<file path="src/verilog/sfdp_rst_map.svh">
/*
 * Constants for the flash parameter, reset and status-write block.
 * Assumes inclusion by bare name from both ends; the package does not include it.
 */
`ifndef SFDP_RST_MAP_SVH
`define SFDP_RST_MAP_SVH
`define OP_RESET_ENABLE   8'h66
`define OP_RESET          8'h99
`define OP_WREN_NV        8'h06
`define OP_WREN_VOL       8'h50
`define OP_READ_STATUS    8'h05
`define OP_WRITE_STATUS   8'h01
`define OP_READ_PARAM     8'h5A
`define PARAM_DW16_BASE   8'h68
`define PARAM_DW16_LAST   8'h6B
`define PARAM_B0          8'hE8
`define PARAM_B1          8'h30
`define PARAM_B2          8'hC0
`define PARAM_B3          8'h80
`define STATUS_NV_RESET   8'h00
`define STATUS_BUSY_BIT   0
`define STATUS_WEL_BIT    1
`define ADDR_BYTES        3
`define DUMMY_BYTES       1
`define BYTE_BITS         8
`define FRAME_BITS_PARAM  7'h48
`define FRAME_BITS_STATUS 7'h10
`define FRAME_BITS_OP     7'h08
`define OUT_BITS_PARAM    7'h28
`endif

</file>
<file path="src/verilog/sfdp_rst_pkg.sv">
/*
 * Types for the two ends: lanes_t shared by both, host_op_t used by the host end only.
 * Assumes sfdp_rst_map.svh on the include path.
 */
package sfdp_rst_pkg;
	typedef enum logic [1:0] {
		LANES_1 = 2'h0,
		LANES_2 = 2'h1,
		LANES_4 = 2'h2
	} lanes_t;
	typedef enum logic [2:0] {
		HOP_NONE   = 3'h0,
		HOP_RESET  = 3'h1,
		HOP_WREN   = 3'h2,
		HOP_WVOL   = 3'h3,
		HOP_WSTAT  = 3'h4,
		HOP_RSTAT  = 3'h5,
		HOP_RPARAM = 3'h6
	} host_op_t;
endpackage : sfdp_rst_pkg

</file>
<file path="src/verilog/spi_link_if.sv">
/*
 * SPI link between host and flash end: chip select, clock, four data lines.
 * Assumes both ends share one system clock; SCLK is a sampled pin signal.
 */
`timescale 1ns/1ps
`default_nettype none
interface spi_link_if;
	logic       cs_n;
	logic       sclk;
	logic [3:0] host_dq;
	logic [3:0] host_oe;
	logic [3:0] dev_dq;
	logic [3:0] dev_oe;
	modport host (output cs_n, output sclk, output host_dq, output host_oe,
		input dev_dq, input dev_oe);
	modport dev (input cs_n, input sclk, input host_dq, input host_oe,
		output dev_dq, output dev_oe);
endinterface : spi_link_if
`default_nettype wire

</file>
<file path="src/verilog/flash_dev.sv">
/*
 * Flash end: instruction decode, final parameter doubleword, 66h/99h
 * software reset, 06h/50h status-write selection and busy polling.
 * Assumes SPI mode 0 and host-driven pins, synchronised here by three flops.
 */
// Behaviour
// - parameter bytes 68h-6Bh return E8 30 C0 80
// - no method to enter 4-byte addressing
// - no method to exit 4-byte addressing
// - reset only after 66h then 99h
// - reset accepted on 1, 2, 4 lines
// - host leaves 0-4-4 mode before reset
// - status loads non-volatile copy at power-up
// - 06h sends next status write non-volatile
// - 50h activates overriding volatile status copy
// - reserved bit 7 reads as last written, zero at power-up
// - 05h returns busy bit, one while busy
`timescale 1ns/1ps
`default_nettype none
`include "sfdp_rst_map.svh"
module flash_dev #(
	parameter int BUSY_CYCLES = 16
) (
	// system
	input  wire logic               CLOCK,
	input  wire logic               RESET,
	// link
	spi_link_if.dev                 LINK,
	// mode and status view
	input  wire sfdp_rst_pkg::lanes_t LANES,
	output logic                    SOFT_RESET,
	output logic [7:0]              STATUS,
	output logic                    VOL_ACTIVE
);
	import sfdp_rst_pkg::*;

	typedef enum logic [3:0] {
		S_OP   = 4'b0001,
		S_ADDR = 4'b0010,
		S_DATA = 4'b0100,
		S_IGN  = 4'b1000
	} dstate_t;

	logic [2:0] cs_sync_q, clk_sync_q;
	logic [3:0] dq_sync1_q, dq_sync2_q, dq_sync3_q, dq_q;
	logic       cs_n_q, sclk_q;
	// a data line counts only once the last two stages agree
	wire [3:0]  dq_d = ((dq_sync2_q ~^ dq_sync3_q) & dq_sync3_q) |
		((dq_sync2_q ^ dq_sync3_q) & dq_q);
	always_ff @(posedge CLOCK) begin
		cs_sync_q  <= {cs_sync_q[1:0], LINK.cs_n};
		clk_sync_q <= {clk_sync_q[1:0], LINK.sclk};
		dq_sync1_q <= LINK.host_dq;
		dq_sync2_q <= dq_sync1_q;
		dq_sync3_q <= dq_sync2_q;
		if (RESET) begin
			cs_n_q <= 1'b1;
			sclk_q <= 1'b0;
			dq_q   <= 4'h0;
		end else begin
			dq_q   <= dq_d;
			if (cs_sync_q[2] == cs_sync_q[1])
				cs_n_q <= cs_sync_q[2];
			if (clk_sync_q[2] == clk_sync_q[1])
				sclk_q <= clk_sync_q[2];
		end
	end

	logic cs_n_d1_q, sclk_d1_q;
	always_ff @(posedge CLOCK) begin
		cs_n_d1_q <= RESET ? 1'b1 : cs_n_q;
		sclk_d1_q <= RESET ? 1'b0 : sclk_q;
	end
	wire rise       = sclk_q & ~sclk_d1_q & ~cs_n_q;
	wire fall       = ~sclk_q & sclk_d1_q & ~cs_n_q;
	wire frame_end  = cs_n_q & ~cs_n_d1_q;
	wire frame_open = ~cs_n_q & cs_n_d1_q;

	// shift width per edge follows the current operating mode
	wire [3:0] step = (LANES == LANES_4) ? 4'h4 : (LANES == LANES_2) ? 4'h2 : 4'h1;
	wire [7:0] sh_in = (LANES == LANES_4) ? {4'h0, dq_q} :
		(LANES == LANES_2) ? {6'h00, dq_q[1:0]} : {7'h00, dq_q[0]};

	dstate_t    st_q;
	logic [7:0] sr_q, op_q, tx_q;
	logic [3:0] bits_q;
	logic [1:0] abytes_q;
	logic [7:0] addr_q;
	logic       rst_armed_q, pend_enable_q;
	logic       wen_nv_q, wen_vol_q;
	logic [7:0] nv_status_q, vol_status_q;
	logic [15:0] busy_cnt_q;

	wire [3:0] bits_n   = bits_q + step;
	wire       byte_done = rise & (bits_n >= 4'(`BYTE_BITS));
	wire [7:0] shifted  = (LANES == LANES_4) ? {sr_q[3:0], 4'h0} :
		(LANES == LANES_2) ? {sr_q[5:0], 2'h0} : {sr_q[6:0], 1'b0};
	wire [7:0] rx_byte  = shifted | sh_in;
	wire       busy     = |busy_cnt_q;

	// final doubleword: enter/exit 4-byte fields say not supported
	wire [7:0] param_byte = (addr_q == `PARAM_DW16_BASE)      ? `PARAM_B0 :
		(addr_q == `PARAM_DW16_BASE + 8'h01) ? `PARAM_B1 :
		(addr_q == `PARAM_DW16_BASE + 8'h02) ? `PARAM_B2 :
		(addr_q == `PARAM_DW16_LAST)         ? `PARAM_B3 : 8'hFF;
	wire [7:0] cur_status = VOL_ACTIVE ? vol_status_q : nv_status_q;
	wire [7:0] live_status = {cur_status[7:2], wen_nv_q | wen_vol_q, busy};
	wire [7:0] data_byte = (op_q == `OP_READ_STATUS) ? live_status : param_byte;

	wire is_op   = (st_q == S_OP) & byte_done;
	wire do_rst  = is_op & (rx_byte == `OP_RESET) & rst_armed_q;
	wire wr_stat = (st_q == S_DATA) & byte_done & (op_q == `OP_WRITE_STATUS);

	always_ff @(posedge CLOCK) begin
		if (RESET || frame_open || do_rst) begin
			st_q     <= S_OP;
			bits_q   <= 4'h0;
			sr_q     <= 8'h00;
			abytes_q <= 2'h0;
		end else if (byte_done) begin
			bits_q <= 4'h0;
			sr_q   <= 8'h00;
			unique case (st_q)
				S_OP: begin
					op_q <= rx_byte;
					st_q <= (rx_byte == `OP_READ_PARAM) ? S_ADDR :
						(rx_byte == `OP_READ_STATUS || rx_byte == `OP_WRITE_STATUS)
						? S_DATA : S_IGN;
				end
				S_ADDR: begin
					abytes_q <= abytes_q + 2'h1;
					// dummy byte must not overwrite the address
					if (abytes_q == 2'(`ADDR_BYTES)) st_q <= S_DATA;
					else addr_q <= rx_byte;
				end
				S_DATA: addr_q <= addr_q + 8'h01;
				S_IGN: ;
			endcase
		end else if (rise) begin
			bits_q <= bits_n;
			sr_q   <= rx_byte;
		end
	end

	// only whole frames count; enable survives exactly one following frame
	always_ff @(posedge CLOCK) begin
		if (RESET || do_rst) begin
			rst_armed_q   <= 1'b0;
			pend_enable_q <= 1'b0;
		end else if (is_op) begin
			pend_enable_q <= (rx_byte == `OP_RESET_ENABLE);
			rst_armed_q   <= 1'b0;
		end else if (frame_end) begin
			rst_armed_q   <= pend_enable_q;
			pend_enable_q <= 1'b0;
		end
	end

	always_ff @(posedge CLOCK) begin
		if (RESET) begin
			nv_status_q  <= `STATUS_NV_RESET;
			vol_status_q <= `STATUS_NV_RESET;
			VOL_ACTIVE   <= 1'b0;
			wen_nv_q     <= 1'b0;
			wen_vol_q    <= 1'b0;
			busy_cnt_q   <= 16'h0000;
		end else if (do_rst) begin
			vol_status_q <= nv_status_q;
			VOL_ACTIVE   <= 1'b0;
			wen_nv_q     <= 1'b0;
			wen_vol_q    <= 1'b0;
			busy_cnt_q   <= 16'h0000;
		end else begin
			if (busy) busy_cnt_q <= busy_cnt_q - 16'h0001;
			if (is_op && rx_byte == `OP_WREN_NV) begin
				wen_nv_q  <= 1'b1;
				wen_vol_q <= 1'b0;
			end
			if (is_op && rx_byte == `OP_WREN_VOL) begin
				wen_vol_q  <= 1'b1;
				wen_nv_q   <= 1'b0;
				VOL_ACTIVE <= 1'b1;
			end
			if (wr_stat && wen_nv_q && !busy) begin
				nv_status_q  <= {rx_byte[7:2], 2'b00};
				vol_status_q <= {rx_byte[7:2], 2'b00};
				VOL_ACTIVE   <= 1'b0;
				busy_cnt_q   <= 16'(BUSY_CYCLES);
				wen_nv_q     <= 1'b0;
			end else if (wr_stat && wen_vol_q) begin
				vol_status_q <= {rx_byte[7:2], 2'b00};
				wen_vol_q    <= 1'b0;
			end
		end
	end

	// output shifts on falling edge so host samples it on the next rise
	wire       tx_idle  = RESET | cs_n_q | (st_q != S_DATA) | (op_q == `OP_WRITE_STATUS);
	wire [7:0] tx_shift = (LANES == LANES_4) ? {tx_q[3:0], 4'h0} :
		(LANES == LANES_2) ? {tx_q[5:0], 2'h0} : {tx_q[6:0], 1'b0};
	wire [7:0] tx_d     = tx_idle ? 8'h00 : (fall && bits_q == 4'h0) ? data_byte :
		fall ? tx_shift : tx_q;
	wire [3:0] dev_dq_d = (LANES == LANES_4) ? tx_d[7:4] :
		(LANES == LANES_2) ? {2'b00, tx_d[7:6]} : {2'b00, tx_d[7], 1'b0};
	always_ff @(posedge CLOCK) begin
		tx_q        <= tx_d;
		// pin straight from a flop, so it never glitches
		LINK.dev_dq <= dev_dq_d;
		if (tx_idle) begin
			LINK.dev_oe <= 4'h0;
		end else if (fall && bits_q == 4'h0) begin
			LINK.dev_oe <= (LANES == LANES_4) ? 4'hF : (LANES == LANES_2) ? 4'h3 : 4'h2;
		end
	end

	always_ff @(posedge CLOCK) begin
		SOFT_RESET <= RESET ? 1'b0 : do_rst;
		STATUS     <= RESET ? 8'h00 : live_status;
	end
endmodule : flash_dev
`default_nettype wire

</file>
<file path="src/flat_wrapper.sv">
// flat-port wrapper written by rule: the top's interface ports become plain ports
module flash_dev_flat import sfdp_rst_pkg::*;
#(
	parameter int BUSY_CYCLES = 16
)
  (CLOCK, RESET, LANES, SOFT_RESET, STATUS, VOL_ACTIVE, LINK_cs_n, LINK_sclk, LINK_host_dq, LINK_host_oe, LINK_dev_dq, LINK_dev_oe);
  spi_link_if LINK_i ();
  input  wire logic CLOCK;
  input  wire logic RESET;
  input  wire sfdp_rst_pkg::lanes_t LANES;
  output logic SOFT_RESET;
  output logic [7:0] STATUS;
  output logic VOL_ACTIVE;
  input wire logic [$bits(LINK_i.cs_n)-1:0] LINK_cs_n;
  input wire logic [$bits(LINK_i.sclk)-1:0] LINK_sclk;
  input wire logic [$bits(LINK_i.host_dq)-1:0] LINK_host_dq;
  input wire logic [$bits(LINK_i.host_oe)-1:0] LINK_host_oe;
  output wire logic [$bits(LINK_i.dev_dq)-1:0] LINK_dev_dq;
  output wire logic [$bits(LINK_i.dev_oe)-1:0] LINK_dev_oe;
  assign LINK_i.cs_n = LINK_cs_n;
  assign LINK_i.sclk = LINK_sclk;
  assign LINK_i.host_dq = LINK_host_dq;
  assign LINK_i.host_oe = LINK_host_oe;
  assign LINK_dev_dq = LINK_i.dev_dq;
  assign LINK_dev_oe = LINK_i.dev_oe;
  flash_dev #(.BUSY_CYCLES(BUSY_CYCLES)) u_core (.CLOCK(CLOCK), .RESET(RESET), .LINK(LINK_i), .LANES(LANES), .SOFT_RESET(SOFT_RESET), .STATUS(STATUS), .VOL_ACTIVE(VOL_ACTIVE));
endmodule
</file>
<file path="config.mk">
export PLATFORM = sky130hd
export DESIGN_NAME = flash_dev_flat
export DESIGN_NICKNAME = d
export VERILOG_FILES = /design/src/verilog/sfdp_rst_pkg.sv /design/src/verilog/spi_link_if.sv /design/src/verilog/flash_dev.sv /design/src/flat_wrapper.sv
export VERILOG_INCLUDE_DIRS = /design/src /design/src/verilog
export SDC_FILE = /design/constraint.sdc
export NUM_CORES = 1
export LEC_CHECK = 0
export BUFFER_PORTS_ARGS = -buffer_cell sky130_fd_sc_hd__buf_4
export CAP_MARGIN = 30
export CORE_AREA = 2 2 98 100
export DETAILED_ROUTE_END_ITERATION = 8
export DIE_AREA = 0 0 100 102
export GPL_TIMING_DRIVEN = 1
export PLACE_DENSITY_LB_ADDON = 0.3
export SLEW_MARGIN = 20
export SYNTH_ARGS = -nofsm -noshare
export SYNTH_HDL_FRONTEND = slang
export SYNTH_SLANG_ARGS = --single-unit
</file>
<file path="constraint.sdc">
create_clock -name CLOCK -period 3.6 [get_ports CLOCK]
set_clock_uncertainty 0.15 [all_clocks]
set_input_delay 0.18 -clock CLOCK [delete_from_list [all_inputs] [get_ports CLOCK]]
set_output_delay 0.18 -clock CLOCK [all_outputs]
set_load 0.05 [all_outputs]
</file>
### After elaboration in Yosys (flattened, before gate mapping)

Index checks and enable logic that the tools add are counted.

* $add $sub $neg: 4
* magnitude comparators: 1
* equal/unequal tests: 24
* multiplexer cells: 38
* bitwise gates (word level): 28
* reductions and logical operators: 29

Operators by type and width (count)
* $mux W8: 17
* $eq A8 B7 Y1 const B: 7
* $eq A8 B3 Y1 const B: 3
* $mux W4: 6
* $eq A8 B1 Y1 const B: 2
* $pmux W8 S2: 1
* $reduce_or A16 Y1: 1
* $sub A16 B1 Y16 const B: 1
* $and A1 B1 Y1: 12
* $mux W5: 2
* $reduce_bool A2 Y1: 5
* $add A8 B1 Y8 const B: 1
* $and A4 B4 Y4: 2
* $eq A8 B8 Y1 const B: 1
* $mux W1: 8
* $or A8 B8 Y8: 1
* $pmux W4 S2: 1
* $mux W7: 1
* $logic_and A1 B1 Y1: 6
* $not A1 Y1: 6
* $reduce_and A3 Y1: 2
* $reduce_or A2 Y1: 3
* $add A4 B4 Y4: 1
* $eq A2 B2 Y1 const B: 2
* 23 further kinds: 32

* register bits after elaboration: 119
* bits of input ports: 14
* word-level logic and storage cells: 155

### Depth between registers and ports, before layout

* word-level depth: 12
* gate-level depth with buffers: 11

### Least setup slack after synthesis

Ideal clock, no wire load.

* path kind: input -> register
* start point: input LANES[0]
* end point: register u_core.addr_q[0], enable pin
* data arrival time: 2375 ps
* required time: 3080 ps
* slack: 705 ps
* stages: 11
* path buffers: 2
* cell sequence: inv_1 > ha_1 > ha_1 > a211o_1 > and3_1 > nor3_2 > or3_1 > buf_2 > o21ai_4 > buf_4 > nor2_1

* word-level cells in the longest chain between the ends: 12
* elaborated cells on any way between the ends: 19

Ends and longest elaborated chain
* start: declaration: RTL line flat_wrapper.sv:10 `input wire sfdp_rst_pkg::lanes_t LANES;`
* $eq A2 B1 Y1: RTL line flash_dev.sv:80, flash_dev.sv:82, flash_dev.sv:97
* $mux W2: RTL line flash_dev.sv:80 `wire [3:0] step = (LANES == LANES_4) ? 4'h4 : (LANES == LANES_2) ? 4'h2 : 4'h1;`
* $mux W4: RTL line flash_dev.sv:80
* $add A4 B4 Y4: RTL line flash_dev.sv:94 `wire [3:0] bits_n = bits_q + step;`
* $ge A4 B4 Y1: RTL line flash_dev.sv:95 `` wire byte_done = rise & (bits_n >= 4'(`BYTE_BITS)); ``
* $and A1 B1 Y1: RTL line flash_dev.sv:95
* $and A1 B1 Y1: RTL line flash_dev.sv:110 `wire is_op = (st_q == S_OP) & byte_done;`
* $and A1 B1 Y1 (2 in a row): RTL line flash_dev.sv:111 `` wire do_rst = is_op & (rx_byte == `OP_RESET) & rst_armed_q; ``
* $logic_or A1 B1 Y1: RTL line flash_dev.sv:115 `if (RESET || frame_open || do_rst) begin`
* $not A1 Y1 (no source line)
* $reduce_and A4 Y1 (no source line) *
* end signal: assignment: RTL line flash_dev.sv:134 `else addr_q <= rx_byte;`
* end signal: assignment: RTL line flash_dev.sv:136 `S_DATA: addr_q <= addr_q + 8'h01;`
* end: declaration: RTL line flash_dev.sv:88 `logic [7:0] addr_q;`

Mark *: on every way between the ends. The rest lies on a longest branch, timed or not.
A chain may end at the register's enable or synchronous reset.

### Worst setup path after layout

* start point: input LANES[1]
* end point: register u_core.addr_q[1], enable pin

Same word-level chain as after synthesis.

==> impl_metrics.env <==
export IMPL_status="finished, final reports clean"
export IMPL_cp_top_family="buffers and inverters"
export IMPL_netlist_area_um2=5310
export IMPL_leakage_nw=2.38
export IMPL_path_class="in2reg"
export IMPL_synth_xor_xnor_area_share_pct=3.46
export IMPL_num_vias=4318
export IMPL_synthArstFlopShare_pct=0
export IMPL_crit_path_start_kind="primary input"
export IMPL_fp_coreArea_um2=9110
export IMPL_cts_tree="done"
export IMPL_ys_flop_type="dfxtp_1"
export IMPL_n_antenna_cell=0
export IMPL_port_buffers=27
export IMPL_hold_path_class="in2reg"
export IMPL_postRouteAntennaNets=0
export IMPL_cts_sinks=116
export IMPL_cpMostUsedCell="buf_4"
export IMPL_final_min_clock_period_ns=3.17
export IMPL_nNetsFinal=627
export IMPL_yosysWarnings=0
export IMPL_grt_max_degree=29
export IMPL_ys_types=71
export IMPL_netlist_area_leader_share_pct=37.7
export IMPL_whs_path_depth=4
export IMPL_power_density_nw_per_um2=619
export IMPL_initial_core_util_pct=58.3
export IMPL_grt_usage_pct=26.1
export IMPL_drt_iter0_drc=333
export IMPL_root_buffer="clkbuf_8"
export IMPL_area_growth_pct=20.0
export IMPL_rows=35
export IMPL_dpl_hpwl_um=8360
export IMPL_drt_total_wl_um=12600
export IMPL_ir_worst_vdd_mv=0.388
export IMPL_synthMuxAreaShare_pct=7.28
export IMPL_dieHeight_um=102
export IMPL_netlist_instances=553
export IMPL_utilization_pct=70.0
export IMPL_synth_compound_area_share_pct=12.9
export IMPL_max_slew_margin_rel_pct=53.6
export IMPL_min_to="u_core.LINK.dev_oe[0]$_SDFFE_PN0P_"
export IMPL_synth_top_family_by_area="simple AND/OR/NAND/NOR gates"
export IMPL_synth_area_top_cells="dfxtp_1, edfxtp_1, mux2i_1"
export IMPL_clock_latency_ns=0.53
export IMPL_finalWorstSetupSlack_ns=0.432
export IMPL_antenna_found_initial=0
export IMPL_worstSetupEndpointType="flop"
export IMPL_drv_cap=0
export IMPL_slowest_delay_ns=0.57
export IMPL_grt_pass1_wl_um=20400
export IMPL_rsz0062_at_grt="false"
export IMPL_die_area_um2=10200
export IMPL_routed_via_density=6.00
export IMPL_cp_cell_sequence="dlygate4sd3_1 > buf_4 > ha_1 > ha_1 > a211o_1 > nand3_1 > a21boi_1 > buf_4 > nor4_1 > buf_4 > a22oi_1 > nor2_1"
export IMPL_io_pins=32
export IMPL_synth_edf_count=16
export IMPL_drv_slew=0
export IMPL_drive_gt1_share_pct=17.2
export IMPL_synth_nets=584
export IMPL_yosysTopAreaCell="dfxtp_1"
export IMPL_tightestPinTransition_ns=0.693
export IMPL_postCtsSetupBuffers=0
export IMPL_clock_path_buffers=2
export IMPL_period_share_pct=88.0
export IMPL_cts_buffers=17
export IMPL_grt_overflow_total=0
export IMPL_cp_required_ns=3.60
export IMPL_r2r_end="u_core.op_q[4]$_DFFE_PP_"
export IMPL_synth_fa_ha_area_share_pct=4.14
export IMPL_hp_start="LANES[0]"
export IMPL_avgSynthCellArea_um2=9.61
export IMPL_reg2reg_slack_ns=0.59
export IMPL_cp_slowest_cell="nor2_1"
export IMPL_htree_levels=4
export IMPL_critPathMaxFanout=8
export IMPL_yosysMostFrequentCell="dfxtp_1"
export IMPL_wl_per_cell_um=17.6
export IMPL_place_congestion=0.903
export IMPL_synth_common_cells="dfxtp_1, nor2_1, nor3_1"
export IMPL_setup_viol=0
export IMPL_max_freq_mhz=316
export IMPL_pre_cts_ws_ns=0.451
export IMPL_die_w_um=100
export IMPL_reg2reg_from="u_core.sclk_q$_SDFFE_PP0N_"
export IMPL_path_clk_slew_ns=0.06
export IMPL_yosysSeqAreaShare_pct=46.7
export IMPL_worstPathArrival_ns=3.17
export IMPL_synth_simple_area_share_pct=20.9
export IMPL_cp_num_buf_inv=4
export IMPL_reg2reg_depth=6
export IMPL_first_pass_iters=7
export IMPL_yosys_register_bits=116
export IMPL_grt_pass1_vias=4198
export IMPL_hold_viol=0
export IMPL_fin_setup_tns_ns=0
export IMPL_drc=0
==> routing by layer <==
metal	global-route usage [%]	routed length, µm	up-vias
met5	0	0	-
met1	31.1	5260	2048
met3	6.36	808	38
li1	-	-	2066
met2	46.2	6300	166
met4	9.27	269	0
==> placed cells by master (no fill, tap or decap), types with 5 or more instances in the layout <==
cell,n
xor2_1,9
o31ai_1,7
inv_1,24
xnor2_1,12
dlygate4sd3_1,8
edfxtp_1,16
dfxtp_1,100
nor4_1,9
mux2_2,5
and2_1,5
a211oi_1,5
nor2_1,65
nand2_1,32
clkbuf_16,17
buf_4,45
nand3_1,8
a21oi_1,30
or4_1,5
and3_1,6
mux2i_1,33
ha_1,16
nor3_1,40
o21ai_0,17
==> area by class of cell <==
cell class | count | area [µm²]
inverters | 26 | 97.6
repair buffers | 53 | 418
well taps | 111 | 139
clock buffers | 19 | 453
clock inverters | 13 | 195
flip-flops and latches | 116 | 2480
multi-input cells | 382 | 2590
fillers | 692 | 2730
==> metrics by stage <==
| step | instances | total power, mW | area (µm²) | hold slack, ns |
|---|---|---|---|---|
| floorplan | 553 | 2.00 | 5310 | 0.0577 |
| global placement | 680 | 2.11 | 5650 | 0.135 |
| detailed placement | 680 | 2.14 | 5650 | 0.136 |
| CTS | 720 | 3.96 | 6370 | 0.00264 |
| global route | 720 | 4.11 | 6370 | 0.0203 |
| finish | 720 | 3.94 | 6370 | 0.0179 |
==> cell families (layout without fill, tap and decap cells) <==
family,after synthesis,count (layout)
mux,38,38
flops,116,116
buf+inv,55,111
xor+xnor,21,21
simple gates,209,209
fa+ha+maj,17,17
compound gates,97,97
==> worst min-delay path, delay by kind of cell <==
family,cells,cell delay (ns)
adder cells (fa/ha/maj),1,0.19
AO/OA/AOI/OAI,1,0.08
buffers and inverters,2,0.19
==> registers in the layout (all words and copies together), names as in the netlist, 4 cells and up <==
signal / flops
u_core.LINK.dev_dq: 4
u_core.STATUS: 8
u_core.addr_q: 8
u_core.bits_q: 4
u_core.busy_cnt_q: 16
u_core.dq_q: 4
u_core.dq_sync1_q: 4
u_core.dq_sync2_q: 4
u_core.dq_sync3_q: 4
u_core.nv_status_q: 6
u_core.op_q: 8
u_core.sr_q: 7
u_core.st_q: 4
u_core.tx_q: 8
u_core.vol_status_q: 6
==> worst max-delay path by stage <==
stage                                      end  depth (start not counted)  startpoint
floorplan           u_core.addr_q[0]$_DFFE_PP_                         11    LANES[0]
global placement    u_core.addr_q[6]$_DFFE_PP_                         12    LANES[0]
detailed placement  u_core.addr_q[5]$_DFFE_PP_                         12    LANES[0]
CTS                 u_core.addr_q[1]$_DFFE_PP_                         12    LANES[1]
global route        u_core.addr_q[1]$_DFFE_PP_                         11    LANES[1]
finish              u_core.addr_q[1]$_DFFE_PP_                         12    LANES[1]
==> report_power, final <==
part,internal (mW),switching (mW)
logic,0.285,0.348
clock network,1.19,0.620
registers,1.41,0.0906
==> timing repair <==
item / 4_1_cts / 5_1_grt
resized for setup: 0 / 0
hold buffers: 8 / 0
hold endpoints to repair: 35 / 0
Power figures use the tool's default switching activity.
